## src/core/rfac_consts.svh

```systemverilog
// Purpose: constants for the frame acceptance and auto-reply control block
// Assumes: 50 MHz mclk, 16 us receive symbol
// Notes: offsets are byte addresses on the plain register port
`ifndef RFAC_CONSTS_SVH
`define RFAC_CONSTS_SVH

`define RFAC_ADDR_W 9
`define RFAC_OFS_SENS 9'h155
`define RFAC_OFS_REPLY 9'h157
`define RFAC_OFS_IRQ_STAT 9'h160
`define RFAC_OFS_IRQ_MASK 9'h161
`define RFAC_OFS_MISC 9'h162
`define RFAC_OFS_STATUS 9'h163

`define RFAC_SENS_RST 8'h40
`define RFAC_SENS_WMASK 8'hFF
`define RFAC_REPLY_RST 8'h00
`define RFAC_REPLY_WMASK 8'h36
`define RFAC_BIT_BLOCK 7
`define RFAC_BIT_RESTART 6
`define RFAC_BIT_ROPT_HI 5
`define RFAC_BIT_ROPT_LO 4
`define RFAC_LVL_HI 3
`define RFAC_LVL_LO 0
`define RFAC_BIT_FLT_RES 5
`define RFAC_BIT_ACC_RES 4
`define RFAC_BIT_SHORT 2
`define RFAC_BIT_PROM 1
`define RFAC_BIT_SUPPRESS 0

`define RFAC_IRQ_END 0
`define RFAC_IRQ_AMATCH 1
`define RFAC_IRQ_ACK 2
`define RFAC_IRQ_ABORT 3
`define RFAC_IRQ_W 4

`define RFAC_FLOOR_DEF 8'h00
`define RFAC_LVL_STEP 8'h03
`define RFAC_CLK_NS 20
`define RFAC_SYMBOL_NS 16000
`define RFAC_SYMBOL_CYC (`RFAC_SYMBOL_NS / `RFAC_CLK_NS)
`define RFAC_LONG_SYMS 12
`define RFAC_SHORT_SYMS 2
`define RFAC_LONG_TURN_CYC (`RFAC_LONG_SYMS * `RFAC_SYMBOL_CYC)
`define RFAC_SHORT_TURN_CYC (`RFAC_SHORT_SYMS * `RFAC_SYMBOL_CYC)
`define RFAC_CNT_W 14

`endif

```

## src/core/rfac_pkg.sv

```systemverilog
// Purpose: types for the frame acceptance and auto-reply control block
// Assumes: receive datapath on the same clock
// Notes: constants live in rfac_consts.svh
package rfac_pkg;

    typedef enum logic [2:0] {
        ST_LISTEN = 3'b001,
        ST_RECV = 3'b010,
        ST_TURN = 3'b100
    } rfac_state_t;

    typedef struct packed {
        logic frame_detect;
        logic interferer;
        logic frame_end;
        logic fcs_ok;
        logic reserved_type;
        logic addr_match;
        logic ack_request;
        logic [7:0] rssi;
    } rfac_rx_in_t;

    typedef struct packed {
        logic rx_start;
        logic rx_abort;
        logic frame_end_evt;
        logic address_match_event;
        logic ack_start;
        logic checksum_ok;
    } rfac_rx_out_t;

endpackage : rfac_pkg

```

## src/core/rfac_ctrl.sv

```systemverilog
// Purpose: frame acceptance, filtering and auto-reply timing control
// Assumes: rx inputs are one-cycle pulses from logic on mclk
// Notes: long turnaround counts are parameters so simulation may shorten them
//
// Local design decision: the plain strobed port.
`timescale 1ns/100ps
`include "rfac_consts.svh"

// What this block does
// block bit stops new frames, not current
// block applies whatever threshold level holds
// restart bit abandons frame on interferer
// nonzero level drops frames below threshold
// level zero accepts every valid frame
// reserved bits read zero, writes ignored
// software sets filter only with accept set
// filter set: reserved frames address filtered
// filter clear: reserved frames checked FCS only
// accept set: reserved frames end on FCS
// both set: reserved treated as data
// both set: passing reserved frame acked unless suppressed
// ack after 12 or 2 symbols
// same delay used in slotted acknowledgment
// promiscuous: every valid PHR frame ends
// promiscuous: checksum ok flag updated
// promiscuous: passing frame still acked
// block and level sampled at detection
module rfac_ctrl #(
    parameter int LONG_TURN_CYC = `RFAC_LONG_TURN_CYC,
    parameter int SHORT_TURN_CYC = `RFAC_SHORT_TURN_CYC
) (
    input wire logic mclk,
    input wire logic rst,
    input wire logic [`RFAC_ADDR_W-1:0] reg_addr,
    input wire logic [7:0] reg_wdata,
    input wire logic reg_we,
    input wire logic reg_re,
    output logic [7:0] reg_rdata,
    input wire logic rx_on,
    input wire logic auto_reply_receive,
    input wire logic slotted_ack,
    input wire rfac_pkg::rfac_rx_in_t rx_in,
    output rfac_pkg::rfac_rx_out_t rx_out,
    output logic [1:0] restart_option,
    output logic irq
);

    logic [7:0] sens_r;
    logic [7:0] reply_r;
    logic [`RFAC_IRQ_W-1:0] irq_stat_r;
    logic [`RFAC_IRQ_W-1:0] irq_mask_r;
    logic reply_suppress_r;
    logic checksum_ok_r;
    logic [7:0] reg_rdata_r;
    rfac_pkg::rfac_state_t state_r;
    logic [`RFAC_CNT_W-1:0] turn_cnt_r;
    logic [3:0] lvl_smp_r;
    logic rx_start_r;
    logic rx_abort_r;
    logic end_evt_r;
    logic amatch_evt_r;
    logic ack_start_r;

    logic wr_sens;
    logic wr_reply;
    logic wr_stat;
    logic wr_mask;
    logic wr_misc;
    logic [3:0] lvl;
    logic [7:0] threshold;
    logic strong_enough;
    logic accept_frame;
    logic flt_res;
    logic acc_res;
    logic prom;
    logic addr_ok;
    logic data_like;
    logic end_evt_nxt;
    logic amatch_nxt;
    logic ack_nxt;
    logic abort_nxt;
    logic [`RFAC_IRQ_W-1:0] irq_set;

    // register decode
    always_comb begin
        wr_sens = 1'b0;
        wr_reply = 1'b0;
        wr_stat = 1'b0;
        wr_mask = 1'b0;
        wr_misc = 1'b0;
        if (reg_we && reg_addr == `RFAC_OFS_SENS) begin
            wr_sens = 1'b1;
        end else if (reg_we && reg_addr == `RFAC_OFS_REPLY) begin
            wr_reply = 1'b1;
        end else if (reg_we && reg_addr == `RFAC_OFS_IRQ_STAT) begin
            wr_stat = 1'b1;
        end else if (reg_we && reg_addr == `RFAC_OFS_IRQ_MASK) begin
            wr_mask = 1'b1;
        end else if (reg_we && reg_addr == `RFAC_OFS_MISC) begin
            wr_misc = 1'b1;
        end
    end

    always_ff @(posedge mclk) begin
        if (rst) begin
            sens_r <= `RFAC_SENS_RST;
        end else if (wr_sens) begin
            sens_r <= reg_wdata & `RFAC_SENS_WMASK;
        end
    end

    // reserved bits never stored, so they read back as zero
    always_ff @(posedge mclk) begin
        if (rst) begin
            reply_r <= `RFAC_REPLY_RST;
        end else if (wr_reply) begin
            reply_r <= reg_wdata & `RFAC_REPLY_WMASK;
        end
    end

    always_ff @(posedge mclk) begin
        if (rst) begin
            irq_mask_r <= '0;
        end else if (wr_mask) begin
            irq_mask_r <= reg_wdata[`RFAC_IRQ_W-1:0];
        end
    end

    always_ff @(posedge mclk) begin
        if (rst) begin
            reply_suppress_r <= 1'b0;
        end else if (wr_misc) begin
            reply_suppress_r <= reg_wdata[`RFAC_BIT_SUPPRESS];
        end
    end

    // a new event wins over a write-one-to-clear in the same cycle
    assign irq_set = {abort_nxt, ack_nxt, amatch_nxt, end_evt_nxt};

    always_ff @(posedge mclk) begin
        if (rst) begin
            irq_stat_r <= '0;
        end else begin
            irq_stat_r <= (irq_stat_r & ~(wr_stat ? reg_wdata[`RFAC_IRQ_W-1:0] : '0)) | irq_set;
        end
    end

    assign irq = |(irq_stat_r & irq_mask_r);

    always_ff @(posedge mclk) begin
        if (rst) begin
            reg_rdata_r <= 8'h00;
        end else if (!reg_re) begin
            reg_rdata_r <= 8'h00;
        end else if (reg_addr == `RFAC_OFS_SENS) begin
            reg_rdata_r <= sens_r;
        end else if (reg_addr == `RFAC_OFS_REPLY) begin
            reg_rdata_r <= reply_r;
        end else if (reg_addr == `RFAC_OFS_IRQ_STAT) begin
            reg_rdata_r <= {4'h0, irq_stat_r};
        end else if (reg_addr == `RFAC_OFS_IRQ_MASK) begin
            reg_rdata_r <= {4'h0, irq_mask_r};
        end else if (reg_addr == `RFAC_OFS_MISC) begin
            reg_rdata_r <= {7'h00, reply_suppress_r};
        end else if (reg_addr == `RFAC_OFS_STATUS) begin
            // level held for the frame last taken, not the live field
            reg_rdata_r <= {1'b0, lvl_smp_r, state_r};
        end else begin
            reg_rdata_r <= 8'h00;
        end
    end

    assign reg_rdata = reg_rdata_r;
    assign restart_option = {sens_r[`RFAC_BIT_ROPT_HI], sens_r[`RFAC_BIT_ROPT_LO]};

    // acceptance at detection
    assign lvl = sens_r[`RFAC_LVL_HI:`RFAC_LVL_LO];
    // the subtraction wraps at lvl zero, where strong_enough ignores threshold
    assign threshold = `RFAC_FLOOR_DEF + `RFAC_LVL_STEP * ({4'h0, lvl} - 8'h01);
    assign strong_enough = (lvl == 4'h0) || (rx_in.rssi > threshold);
    // block overrides acceptance regardless of level
    assign accept_frame = rx_on && rx_in.frame_detect
        && !sens_r[`RFAC_BIT_BLOCK] && strong_enough;

    // filtering at frame end
    // filter bit only meaningful together with accept bit
    assign acc_res = reply_r[`RFAC_BIT_ACC_RES];
    assign flt_res = reply_r[`RFAC_BIT_FLT_RES] && acc_res;
    assign prom = reply_r[`RFAC_BIT_PROM] && auto_reply_receive;
    assign data_like = !rx_in.reserved_type || flt_res;
    assign addr_ok = rx_in.reserved_type ? (!flt_res || rx_in.addr_match)
        : rx_in.addr_match;

    always_comb begin
        end_evt_nxt = 1'b0;
        amatch_nxt = 1'b0;
        ack_nxt = 1'b0;
        abort_nxt = 1'b0;
        if (state_r == rfac_pkg::ST_RECV) begin
            if (sens_r[`RFAC_BIT_RESTART] && rx_in.interferer) begin
                abort_nxt = 1'b1;
            end else if (rx_in.frame_end) begin
                if (prom) begin
                    end_evt_nxt = 1'b1;
                end else if (!auto_reply_receive) begin
                    end_evt_nxt = !rx_in.reserved_type || acc_res;
                end else if (rx_in.reserved_type) begin
                    end_evt_nxt = acc_res && rx_in.fcs_ok && addr_ok;
                end else begin
                    end_evt_nxt = rx_in.fcs_ok && rx_in.addr_match;
                end
                if (auto_reply_receive && data_like && rx_in.addr_match
                    && (!rx_in.reserved_type || acc_res)) begin
                    amatch_nxt = 1'b1;
                end
                if (auto_reply_receive && rx_in.ack_request && rx_in.fcs_ok
                    && data_like && rx_in.addr_match
                    && (!rx_in.reserved_type || acc_res) && !reply_suppress_r) begin
                    ack_nxt = 1'b1;
                end
            end
        end
    end

    // state sequencing
    always_ff @(posedge mclk) begin
        if (rst) begin
            state_r <= rfac_pkg::ST_LISTEN;
        end else begin
            case (state_r)
                rfac_pkg::ST_LISTEN: begin
                    if (accept_frame) begin
                        state_r <= rfac_pkg::ST_RECV;
                    end
                end
                rfac_pkg::ST_RECV: begin
                    // block bit is not looked at here: a started frame completes
                    if (abort_nxt) begin
                        state_r <= rfac_pkg::ST_LISTEN;
                    end else if (ack_nxt) begin
                        state_r <= rfac_pkg::ST_TURN;
                    end else if (rx_in.frame_end) begin
                        state_r <= rfac_pkg::ST_LISTEN;
                    end
                end
                rfac_pkg::ST_TURN: begin
                    if (turn_cnt_r == '0) begin
                        state_r <= rfac_pkg::ST_LISTEN;
                    end
                end
                default: begin
                    state_r <= rfac_pkg::ST_LISTEN;
                end
            endcase
        end
    end

    // level kept for the frame in progress; changes apply next frame
    always_ff @(posedge mclk) begin
        if (rst) begin
            lvl_smp_r <= 4'h0;
        end else if (accept_frame && state_r == rfac_pkg::ST_LISTEN) begin
            lvl_smp_r <= lvl;
        end
    end

    // turnaround counter; same delay in slotted operation
    always_ff @(posedge mclk) begin
        if (rst) begin
            turn_cnt_r <= '0;
        end else if (ack_nxt) begin
            if (reply_r[`RFAC_BIT_SHORT]) begin
                turn_cnt_r <= `RFAC_CNT_W'(SHORT_TURN_CYC - 1);
            end else begin
                turn_cnt_r <= `RFAC_CNT_W'(LONG_TURN_CYC - 1);
            end
        end else if (state_r == rfac_pkg::ST_TURN && turn_cnt_r != '0) begin
            turn_cnt_r <= turn_cnt_r - 1'b1;
        end
    end

    always_ff @(posedge mclk) begin
        if (rst) begin
            checksum_ok_r <= 1'b0;
        end else if (state_r == rfac_pkg::ST_RECV && rx_in.frame_end && !abort_nxt) begin
            checksum_ok_r <= rx_in.fcs_ok;
        end
    end

    always_ff @(posedge mclk) begin
        if (rst) begin
            rx_start_r <= 1'b0;
            rx_abort_r <= 1'b0;
            end_evt_r <= 1'b0;
            amatch_evt_r <= 1'b0;
            ack_start_r <= 1'b0;
        end else begin
            rx_start_r <= accept_frame && state_r == rfac_pkg::ST_LISTEN;
            rx_abort_r <= abort_nxt;
            end_evt_r <= end_evt_nxt;
            amatch_evt_r <= amatch_nxt;
            ack_start_r <= state_r == rfac_pkg::ST_TURN && turn_cnt_r == '0;
        end
    end

    // slotted_ack has no effect on ack_start; timing is identical
    assign rx_out.rx_start = rx_start_r;
    assign rx_out.rx_abort = rx_abort_r;
    assign rx_out.frame_end_evt = end_evt_r;
    assign rx_out.address_match_event = amatch_evt_r;
    assign rx_out.ack_start = ack_start_r && (slotted_ack || auto_reply_receive || 1'b1);
    assign rx_out.checksum_ok = checksum_ok_r;

endmodule : rfac_ctrl

```

## config.mk

```make
export PLATFORM = sky130hd
export DESIGN_NAME = rfac_ctrl
export DESIGN_NICKNAME = d
export VERILOG_FILES = /design/src/core/rfac_pkg.sv /design/src/core/rfac_ctrl.sv
export VERILOG_INCLUDE_DIRS = /design/src /design/src/core
export SDC_FILE = /design/constraint.sdc
export NUM_CORES = 1
export LEC_CHECK = 0
export ABC_AREA = 1
export BUFFER_PORTS_ARGS = -buffer_cell sky130_fd_sc_hd__buf_2
export CAP_MARGIN = 20
export CORE_MARGIN = 2
export CORE_UTILIZATION = 30
export DETAILED_ROUTE_END_ITERATION = 8
export SKIP_CTS_REPAIR_TIMING = 1
export SLEW_MARGIN = 30
export SYNTH_ARGS = -nofsm -noshare
export SYNTH_HDL_FRONTEND = slang
export SYNTH_SLANG_ARGS = --single-unit
```

## constraint.sdc

```tcl
create_clock -name mclk -period 5.1 [get_ports mclk]
set_clock_uncertainty 0.2 [all_clocks]
set_input_delay 0.51 -clock mclk [delete_from_list [all_inputs] [get_ports mclk]]
set_output_delay 0.51 -clock mclk [all_outputs]
set_load 0.01 [all_outputs]
```

Word level (Yosys, flattened, before mapping)
Cells that the tools add are included.
Word-level totals
  bits of input ports: 39
  word-level logic and storage cells: 128
  bits in read-only memories: 0
  register bits after elaboration: 56
  RAM bits: 0
  memories: 0
  bits in latches: 0
Operators by class
  eq/ne operators: 12
  reductions and logical operators: 44
  div/mod/pow operators: 0
  $lt $le $gt $ge: 1
  multiplexer cells: 48
  shift-type cells: 0
  multiply operators: 1
  bitwise logic cells: 5
  add/subtract/negate cells: 2
Operators by type and width (count)
  equality test 9 bit (second input constant): 6
  two-way mux 14 bit: 3
  two-way mux 7 bit: 5
  two-way mux 1 bit: 32
  logical AND 1 bit: 28
  two-way mux 3 bit: 5
  zero test 14 bit: 1
  nonzero test 14 bit: 1
  subtractor 14 x 1 -> 14 bit (second input constant): 1
  one-hot mux 3 bit (3 select lines): 1
  AND 4 bit: 2
  greater-than comparator 8 bit: 1
  multiplier 3 x 5 -> 8 bit (first input constant): 1
  two-way mux 8 bit: 1
  zero test 1 bit: 5
  subtractor 4 x 1 -> 5 bit (second input constant): 1
  zero test 4 bit: 1
  logical OR 1 bit: 4
  two-way mux 4 bit: 1
  inequality test 2 bit (second input constant): 2
  inequality test 4 bit (second input constant): 1
  NOT 4 bit: 1
  bitwise OR 4 bit: 1
  OR reduction 4 bit: 1
  7 further kinds: 7

Longest topological paths before layout
Gate-level depths: netlist of run 1.
  depth in word-level cells: 13
  gate-level depth with buffers: 21
  depth with buffers taken out: 21

Worst setup path after synthesis of run 1
OpenSTA, ideal clock, no wires.
  path type: register to register
  start: reg sens_r[0]
  end: reg lvl_smp_r[0]
  cell stages (with the launch flop): 21
  required time: 4.836 ns
  arrival: 2.997 ns
  path slack: 1.840 ns
  path buffers: 0
  period minus slack after synthesis: 3.260 ns
  setup time: 0.064 ns
  path through: dfxtp_1 -> inv_1 -> ha_1 -> xor2_1 -> ha_1 -> ha_1 -> inv_1 -> fa_1 -> o22ai_1 -> xor2_1 -> ha_1 -> nand2_1 -> nor2_1 -> nand2_1 -> nand2_1 -> nand2_1 -> nand2_1 -> nand3_1 -> nand2_1 -> inv_1 -> nor2_1
Between the ends
  cells in the longest elaborated chain, start to end: 6
Ends and longest elaborated chain
  from (decl): line rfac_ctrl.sv:48  | logic [7:0] sens_r;
  from (signal assigned): line rfac_ctrl.sv:106  | sens_r <= `RFAC_SENS_RST;
  from (signal assigned): line rfac_ctrl.sv:108  | sens_r <= reg_wdata & `RFAC_SENS_WMASK;
  subtractor 4 x 1 -> 5 bit: line rfac_ctrl.sv:179  | assign threshold = `RFAC_FLOOR_DEF + `RFAC_LVL_STEP * ({4'h0, lvl} - 8'h01);
  multiplier 3 x 5 -> 8 bit (no line)
  greater-than comparator 8 bit: line rfac_ctrl.sv:180  | assign strong_enough = (lvl == 4'h0) || (rx_in.rssi > threshold);
  logical OR 1 bit: line rfac_ctrl.sv:180
  logical AND 1 bit: line rfac_ctrl.sv:182  | assign accept_frame = rx_on && rx_in.frame_detect
  logical AND 1 bit: line rfac_ctrl.sv:262  | end else if (accept_frame && state_r == rfac_pkg::ST_LISTEN) begin
  to (signal assigned): line rfac_ctrl.sv:263  | lvl_smp_r <= lvl;
  to (decl): line rfac_ctrl.sv:57  | logic [3:0] lvl_smp_r;
Several ways; a longest one is shown, not always the timed one.
A chain may end at the register's enable or synchronous reset.

Final worst setup path of run 1
  start: reg sens_r[0]
  end: reg lvl_smp_r[3]
Between the ends
  cells in the longest elaborated chain, start to end: 6
Ends and longest elaborated chain (line)
  subtractor 4 x 1 -> 5 bit: rfac_ctrl.sv:179
  multiplier 3 x 5 -> 8 bit (no line)
  greater-than comparator 8 bit: rfac_ctrl.sv:180
  logical OR 1 bit (*): rfac_ctrl.sv:180
  logical AND 1 bit (*): rfac_ctrl.sv:182
  logical AND 1 bit (*): rfac_ctrl.sv:262
Mark *: on every way between the ends. The rest lies on a longest branch, timed or not.

==> reports/summary.md, run 1 <==
Cell family contributing the most delay on the critical path: adder cells. Final weighted congestion of routability-driven global placement: 0.854. Combinational cells account for 9.3% of the total power.

The worst setup path is launched from a register. From bottom edge to top edge, the die measures 108 um. TritonCTS built the clock tree. The total area of sequential cells is 1120 sq um, and the number of violations of the max-capacitance limit is 0. Dividing the detail-routed via count by the number of cells gives 4.68. The detailed router placed 3038 vias in this run. The setup path with the least slack is of type reg -> reg. The run gives 0 as the final antenna diode count.

The wire length of the first global-routing pass was 13200 um; the initial antenna violation count was 0. The number of buffers created by CTS was 5. Measured on the finished design, the core utilization comes to 35.5%.

For this design the ratio of total power to cell area is 213 nW/um^2. The final count of pins violating max slew is 0. The antenna violation net count after detailed routing was 0; the via count of the first global-routing pass was 2954. After clock tree synthesis, the clock-pin slew on the worst setup and hold paths is 0.12 ns. The number of standard-cell rows in the floorplan came out at 37.

Together, buffers and inverters on the worst path number 3. IR analysis of the VDD net gives a maximum drop of 0.118 mV. The run gives 48 as the distinct cell type count of the synthesized netlist. The tools report the overall global routing resource usage as 14.0%. The core footprint is 10400 sq um, and the leakage power total is 0.00186 uW. At the worst endpoint, the arrival time is 3.83 ns. The multi-input gate area in the final layout is 1740 sq um. After synthesis, flip-flops and latches occupy 34.5% of the total area. Yosys printed 0 warnings. Number of endpoints with negative hold slack in the final report: 0. Of all nets on the critical path, the largest fanout is 6. The synthesized area per cell was 6.98 sq um.

For the area enclosed by the die boundary, the log shows 11700 sq um. Wires add up to 7810 um. Entering global routing, the biggest net connects 31 pins. Setup violations remaining at the end of the flow were counted as 0.

The analysis attributes to net switching a power of 216 uW. The number of nets handed over by synthesis was 522. The post-route DRC violation count is 0, and the routed length per placed instance is 12.0 um. The kind of capture point of the worst setup path was a register.

The tree is rooted in a sky130_fd_sc_hd__clkbuf_8. The final critical path time including I/O delays and setup was 3.76 ns; the insertion delay to the later sink of the worst-skew pair was 0.33 ns. Synthesis produced 465 cells.

In this run, the clock network consumes 34.2% of the power. For this block, the initial DRC count from the detailed router was 131. The cell-internal power is 573 uW, and the part of the total power dissipated in sequential elements is 56.5%. The number of buffers between clock root and the deepest sink is 2, and the layout overhead on the synthesized area is 13.9%. The largest single stage delay on the critical path is 0.43 ns. The clock tree synthesis step divided the H-tree into 2 levels.

The synthesized design contains 56 register bits. The number of buffers inserted by port buffering is 54, and the starting density of the core is 31.2%. In this run the worst hold path is classified as in -> reg. Adding up every negative setup slack in the final design gives 0 ns.

Once detailed placement completed, the half-perimeter wirelength came to 6120 um. The tools report the worst max-slew margin expressed relative to the limit as 68.9%. The run finished with clean final reports. Timing would allow up to 0.266 GHz.

The synthesized netlist occupies a cell area of 3250 sq um. The final net count was 569. The signal on the critical path passes through inv_1, ha_1, xor2_1, ha_1, ha_1, inv_1, fa_1, o22ai_1, xor2_1, ha_1, nand2_1, nor2_1, nand2_1, nand2_1, nand2_1, nand2_1, nand3_1, nand2_1, inv_1, nor2_1. The slowest stage of the critical path belongs to the cell sky130_fd_sc_hd__dfxtp_1. Setup repair after global routing left no endpoint under its margin. For this run the aggregate overflow at the end of global routing stands at 0. The layout cell share with drive strength beyond 1 was 17.7%; the die boundary width was 108 um. The slew of the pin with the lowest slew margin came out at 0.464 ns. The switching power as a share of total power works out to 27.3%.

For the worst setup path, the data required time is 5.18 ns. The final critical path takes up 73.7% of the cycle. The logs give 1120 for the fill cell instance count of the final layout and 56 for the top-level I/O count. The pre-antenna-repair detailed-routing pass consisted of 4 iterations. By instance count, the cell type seen most on the critical path is sky130_fd_sc_hd__nand2_1. For this design, the sink count on the clock tree is 56.
worst min-delay path, delay by kind of cell:
kind,cells,cell delay (ns)
buffers and inverters,1,0.09
AND/OR/NAND/NOR,2,0.11
state kept, by name, summed over array words and instances (netlist names):
signal	flops
turn_cnt_r	14
reg_rdata	8
sens_r	8
irq_mask_r	4
irq_stat_r	4
lvl_smp_r	4
reply_r	4
state_r	3
ack_start_r	1
amatch_evt_r	1
checksum_ok_r	1
end_evt_r	1
reply_suppress_r	1
rx_abort_r	1
rx_start_r	1
path summary, 6_finish.rpt:
| kind | from | endpoint | slack (ns) | cells after the start |
|---|---|---|---|---|
| setup / recovery | sens_r[0] | lvl_smp_r[3] | 1.34 | 20 |
| hold / removal | reg_wdata[6] | sens_r[6] | 0.20 | 3 |
| setup reg to reg | sens_r[0] | lvl_smp_r[3] | 1.34 | 20 |
| hold reg to reg | sens_r[7] | reg_rdata[7] | 0.28 | 2 |
synth_stat cells, drive strengths merged:
cell	n	area (sq um)
a21boi	1	7.51
nand3	35	188
o31ai	1	7.51
clkinv	1	3.75
inv	77	289
ha	17	213
or2	2	12.5
xor2	7	61.3
dfxtp	56	1120
mux2i	1	10.0
nand3b	2	15.0
nor3	11	76.3
o21bai	1	7.51
o21ai	23	119
a21o	1	7.51
a31oi	1	6.26
a31o	1	8.76
clkbuf	4	15.0
fa	1	20.0
a41oi	1	8.76
nand4	6	52.6
a211oi	4	30.0
o311a	1	10.0
o211ai	4	30.0
o2111ai	1	8.76
nor2	55	224
xnor2	2	17.5
o22ai	3	25.0
a21oi	33	180
nand2	101	392
buf	11	80.1
metrics by stage:
stage / cell area, sq um / cells / setup slack, ns / hold WS, ns / total power, uW
6_report: 3700 / 649 / 1.34 / 0.201 / 789
5_1_grt: 3700 / 649 / 0.927 / 0.217 / 825
4_1_cts: 3700 / 649 / 1.31 / 0.204 / 796
3_5_place_dp: 3600 / 641 / 1.35 / 0.263 / 530
3_3_place_gp: 3600 / 641 / 1.45 / 0.261 / 528
2_1_floorplan: 3250 / 465 / 1.84 / 0.239 / 499
metal layers:
| metal | GRT usage [%] | vias to the layer above | routed length (um) |
|---|---|---|---|
| met5 | 0 | - | 0 |
| met4 | 3.11 | 0 | 73 |
| met3 | 3.07 | 9 | 351 |
| met2 | 24.1 | 69 | 3690 |
| met1 | 17.9 | 1376 | 3690 |
| li1 | - | 1584 | - |
area by class of cell:
cell class	count	area share [%]
timing repair buffer	55	7.51
clock buffer	5	1.86
sequential	56	30.3
clock inverter	3	0.778
multi-input combinational	316	47.0
inverter	78	7.92
tap	136	4.60
power groups by stage:
stage                     sequential, uW  clock, uW  combinational [uW]
after global placement               456          0                72.1
after CTS                            446        276                74.2
after floorplan                      454          0                44.5
after global routing                 447        293                84.8
after detailed placement             456          0                73.8
final                                446        270                73.3
cells by family after synthesis:
group / after synthesis / share of synthesized area [%]
AND/OR/NAND/NOR: 212 / 29.6
multiplexers: 1 / 0.308
adder cells (fa/ha/maj): 18 / 7.17
XOR/XNOR: 9 / 2.43
AO/OA/AOI/OAI: 76 / 14.1
buffers and inverters: 93 / 11.9
flip-flops: 56 / 34.5
layout by cell type, fill, tap and decap left out, types with 4 or more instances in the layout:
cell type / Yosys / layout
sky130_fd_sc_hd__a211oi_1: 4 / 4
sky130_fd_sc_hd__a21oi_1: 31 / 31
sky130_fd_sc_hd__buf_2: 1 / 54
sky130_fd_sc_hd__clkbuf_8: 0 / 5
sky130_fd_sc_hd__dfxtp_1: 56 / 56
sky130_fd_sc_hd__ha_1: 17 / 17
sky130_fd_sc_hd__inv_1: 65 / 65
sky130_fd_sc_hd__inv_2: 12 / 12
sky130_fd_sc_hd__nand2_1: 98 / 98
sky130_fd_sc_hd__nand3_1: 34 / 34
sky130_fd_sc_hd__nand4_1: 5 / 5
sky130_fd_sc_hd__nor2_1: 52 / 52
sky130_fd_sc_hd__nor3_1: 8 / 8
sky130_fd_sc_hd__o211ai_1: 4 / 4
sky130_fd_sc_hd__o21ai_0: 13 / 13
sky130_fd_sc_hd__o21ai_1: 9 / 9
sky130_fd_sc_hd__xor2_1: 7 / 7
No activity file was read; power rests on OpenSTA's default activity.
==> inputs of run 2 (changes only) <==
--- a/config.mk
+++ b/config.mk
@@ -6,7 +6,7 @@
 export SDC_FILE = /design/constraint.sdc
 export NUM_CORES = 1
 export LEC_CHECK = 0
-export ABC_AREA = 1
+export ABC_AREA = 0
 export BUFFER_PORTS_ARGS = -buffer_cell sky130_fd_sc_hd__buf_2
 export CAP_MARGIN = 20
 export CORE_MARGIN = 2
==> constraint.sdc (replaced) <==
create_clock -name mclk -period 3.33 [get_ports mclk]
set_clock_uncertainty 0.2 [all_clocks]
set_input_delay 0.333 -clock mclk [delete_from_list [all_inputs] [get_ports mclk]]
set_output_delay 0.333 -clock mclk [all_outputs]
set_load 0.01 [all_outputs]
==> run 2 against run 1 <==
Compared with the run above: the run now ends with setup timing left; hold slack got worse by 0.15 ns; sequential share of layout area about the same; critical path depth decreased by 4; via count decreased by 15%; power increased by 43%; global-route usage about the same; non-clock buffer count increased by 23; combinational power increased by 25%; critical path type unchanged; largest cell class unchanged.
==> reports/summary.md, run 2 <==
The final net count is 454 (-20%), and the final weighted congestion of routability-driven global placement is 0.875 (+2.4%). The area enclosed by the die boundary is 10900 sq um (-6.8%), and the antenna violation net count after detailed routing is 0 (unchanged). The total wire length is 7620 um (-2.4%). Highest net fanout along the worst path: 5 (-1). The post-route fraction of the period consumed by the critical path was 102% (+28 points); the final non-filler cell total was 531 (-18%). TritonCTS built the clock tree. The master cell of the clock root buffer is sky130_fd_sc_hd__clkbuf_8. turn_cnt_r holds more flip-flops than any other register. The die boundary width came out at 104 um (-3.4%). The library cell appearing most often on the critical path is sky130_fd_sc_hd__ha_1.

The tools report the synthesized netlist net count as 390 (-25%). From synthesis to final layout, the design area changed by 22.9%. The number of endpoints with negative hold slack in the final report was 0 (unchanged). The starting density of the core was 30.9% (-0.28 points); the first-pass iteration count of the detailed router was 4 (unchanged). The critical path is of the reg -> reg type. For the post-placement cell count, the log shows 520 (-19%). The logs give 2465 (-17%) for the via count of the first global-routing pass and 3.37 ns (-1.81 ns) for the critical path required time. The overall via count from detail_route came out at 2588 (-15%). The tools report the largest voltage drop on the vdd net as 0.160 mV (+36%). The run finished, with violations left.

Routed length per placed instance: 14.3 um (+19%). The violation count after the first detailed-routing iteration is 150 (+15%). The synthesized area per cell was 9.07 sq um (+30%). For the overall global routing resource usage, the log shows 14.0% (-0.016 points).

The number of H-tree levels came out at 2 (unchanged). For the fill cell instance count of the final layout, the log shows 1015 (-9.4%). The setup total negative slack is -0.283 ns (-0.283 ns), and the number of buffers between clock root and the deepest sink is 2 (unchanged).

The distinct cell type count of the synthesized netlist is 59 (+23%). The flip-flop count of the largest register, all copies and words added was 14 (unchanged). The number of buffers created by CTS is 5 (unchanged), and the remaining global-route overflow is 0 (unchanged). Core footprint: 9770 sq um (-6.2%).

Ranked by instance count, the synthesized netlist is headed by sky130_fd_sc_hd__dfxtp_1, sky130_fd_sc_hd__nor2_1, sky130_fd_sc_hd__nand2_1. For the proportion of synthesized chip area in sequential cells, the log shows 37.1% (+2.6 points). The final reports fail on setup timing. Share of the synthesized area in the top cell type: 37.1% (+2.6 points). The insertion delay to the later sink of the worst-skew pair came out at 0.31 ns (-0.02 ns). The height of the die was 104 um (-3.4%). Leaving out fill and tap cells, the most frequent cells in the layout are sky130_fd_sc_hd__dfxtp_1, sky130_fd_sc_hd__buf_2, sky130_fd_sc_hd__nor2_1, sky130_fd_sc_hd__nand2_1, sky130_fd_sc_hd__mux2i_1. The final critical path time including I/O delays and setup was 3.40 ns (-0.355 ns). STA classifies the critical path startpoint as a register. Number of buffers inserted by port buffering: 54 (unchanged). Setup repair after global routing could not meet its margin everywhere. The synthesized area was 3020 sq um (-7.0%). The tools report the maximum clock frequency as 0.294 GHz (+10%).

For the worst setup slack after layout, the log shows -0.0717 ns (-1.41 ns). The worst hold path belongs to the class in -> reg. The cell area power density is 303 nW/um^2 (+42%). The post-route DRC violation count was 0 (unchanged); the clock input transition at the sequential cells of the worst setup and hold paths was 0.10 ns (-0.02 ns). For the top-level I/O count, the log shows 56 (unchanged). Placed wire-length estimate after detailed placement: 5870 um (-4.0%). Yosys attributes the largest share of cell area to sky130_fd_sc_hd__dfxtp_1, sky130_fd_sc_hd__mux2i_1, sky130_fd_sc_hd__ha_1. The signal arrival time at the worst endpoint is 3.44 ns (-0.39 ns), and the final-report setup violation count is 5 (+5).

The pin count of the biggest net entering global routing came out at 41 (+32%). The wire length of the first global-routing pass came out at 12400 um (-6.0%). The run gives 3520 sq um (-2.1%) as the placed cell area. Traced cell by cell, the critical path runs through inv_4, ha_4, xor2_2, ha_1, ha_2, inv_2, fa_2, nor2b_1, o21ai_1, xor2_1, ha_1, nand4_1, nor3_2, nor4_2, o21a_2, mux2i_1. The number of flops mapped to enable cells by yosys came out at 0 (unchanged).

The run gives 0 (unchanged) as the final antenna diode count. The most used flip-flop cell after synthesis is sky130_fd_sc_hd__dfxtp_1. The initial antenna violation count was 1 (+1). The average via count per standard cell is 4.87 (+4.1%), and the number of warning messages in the yosys log is 0 (unchanged). The number of cells produced by synthesis came out at 333 (-28%).

The number of standard-cell rows in the floorplan is 36 (-2.7%), and the leakage power total is 0.00152 uW (-18%). The largest stage delay on the critical path works out to 0.39 ns (-0.04 ns). The run gives 56 (unchanged) as the number of clock sinks seen by CTS. The async set-reset flop share out of synthesis was 0% (unchanged). Among all stages on the critical path, the largest delay is contributed by sky130_fd_sc_hd__dfxtp_4. The layout cell share with drive strength beyond 1 is 31.2% (+13 points). The tools report the final count of pins violating max slew as 0 (unchanged). Of all cell types, the one taking the most synthesized area is sky130_fd_sc_hd__dfxtp_1. The tools report the design area as 3710 sq um (+0.37%).

Slew of the pin with the lowest slew margin: 0.634 ns (+0.170 ns). The tools report the kind of capture point of the worst setup path as a register. Post-synthesis register bit count: 56 (unchanged).

For the worst max-slew margin expressed relative to the limit, the log shows 57.4% (-12 points). The run gives 0 (unchanged) as the number of violations of the max-capacitance limit. By instance count, the leading cell after synthesis is sky130_fd_sc_hd__dfxtp_1.
==> run 2: path summary, 6_finish.rpt <==
check	startpoint	endpoint	slack, ns	depth (start not counted)
min	reg_wdata[6]	sens_r[6]	0.05	3
max	sens_r[0]	lvl_smp_r[0]	-0.07	16
min reg2reg	lvl_smp_r[3]	lvl_smp_r[3]	0.26	2
max reg2reg	sens_r[0]	lvl_smp_r[0]	-0.07	16
==> run 2: cell families (layout without fill, tap and decap cells) <==
family,count (synthesis),in the layout,share of synthesized area (%)
AND/OR/NAND/NOR,120,120,21.4
AO/OA/AOI/OAI,60,60,13.9
flip-flops,56,56,37.1
buffers and inverters,35,100,5.35
multiplexers,30,30,10.5
adder cells (fa/ha/maj),18,18,7.71
XOR/XNOR,14,14,4.06
==> run 2: where the power goes <==
group          leakage [uW]  switching [uW]  internal, uW  total (uW)
clock             0.0000422             214           148         362
sequential         0.000453            1.78           670         672
combinational       0.00103            51.2          40.1        91.4
total               0.00152             267           859        1130
==> run 2: cell type report <==
class                      count  area (sq um)  share of cell area [%]
timing repair buffer          78           450                    12.1
inverter                      14          55.1                    1.48
tap                          133           166                    4.48
sequential                    56          1130                    30.3
clock inverter                 1          5.00                   0.135
clock buffer                   7          76.3                    2.06
multi-input combinational    242          1830                    49.4
==> run 2: routing by layer <==
| layer | up-vias | track usage, % | share of wire, % | wire, um |
|---|---|---|---|---|
| met1 | 1194 | 19.3 | 49 | 3700 |
| met3 | 7 | 3.45 | 6.4 | 489 |
| li1 | 1316 | - | - | - |
| met5 | - | 0 | 0 | 0 |
| met2 | 71 | 21.6 | 44 | 3330 |
| met4 | 0 | 3.96 | 1.2 | 91 |
==> run 2: per-stage QoR <==
step	power [uW]	hold slack, ns	setup slack, ns	utilization, %
finish	1130	0.0475	-0.0717	38.0
global route	1170	0.0744	-0.305	38.0
CTS	1130	0.0456	-0.321	36.9
detailed placement	775	0.246	-0.265	36.1
global placement	773	0.239	-0.175	36.1
floorplan	732	0.222	0.0226	-
==> run 2: critical path: cells and delay by family, from the launching register on <==
family / cells / cell delay [ns]
flops: 1 / 0.39
fa+ha+maj: 5 / 1.28
simple gates: 4 / 0.50
xor+xnor: 2 / 0.30
buf+inv: 2 / 0.09
mux: 1 / 0.20
compound gates: 2 / 0.38
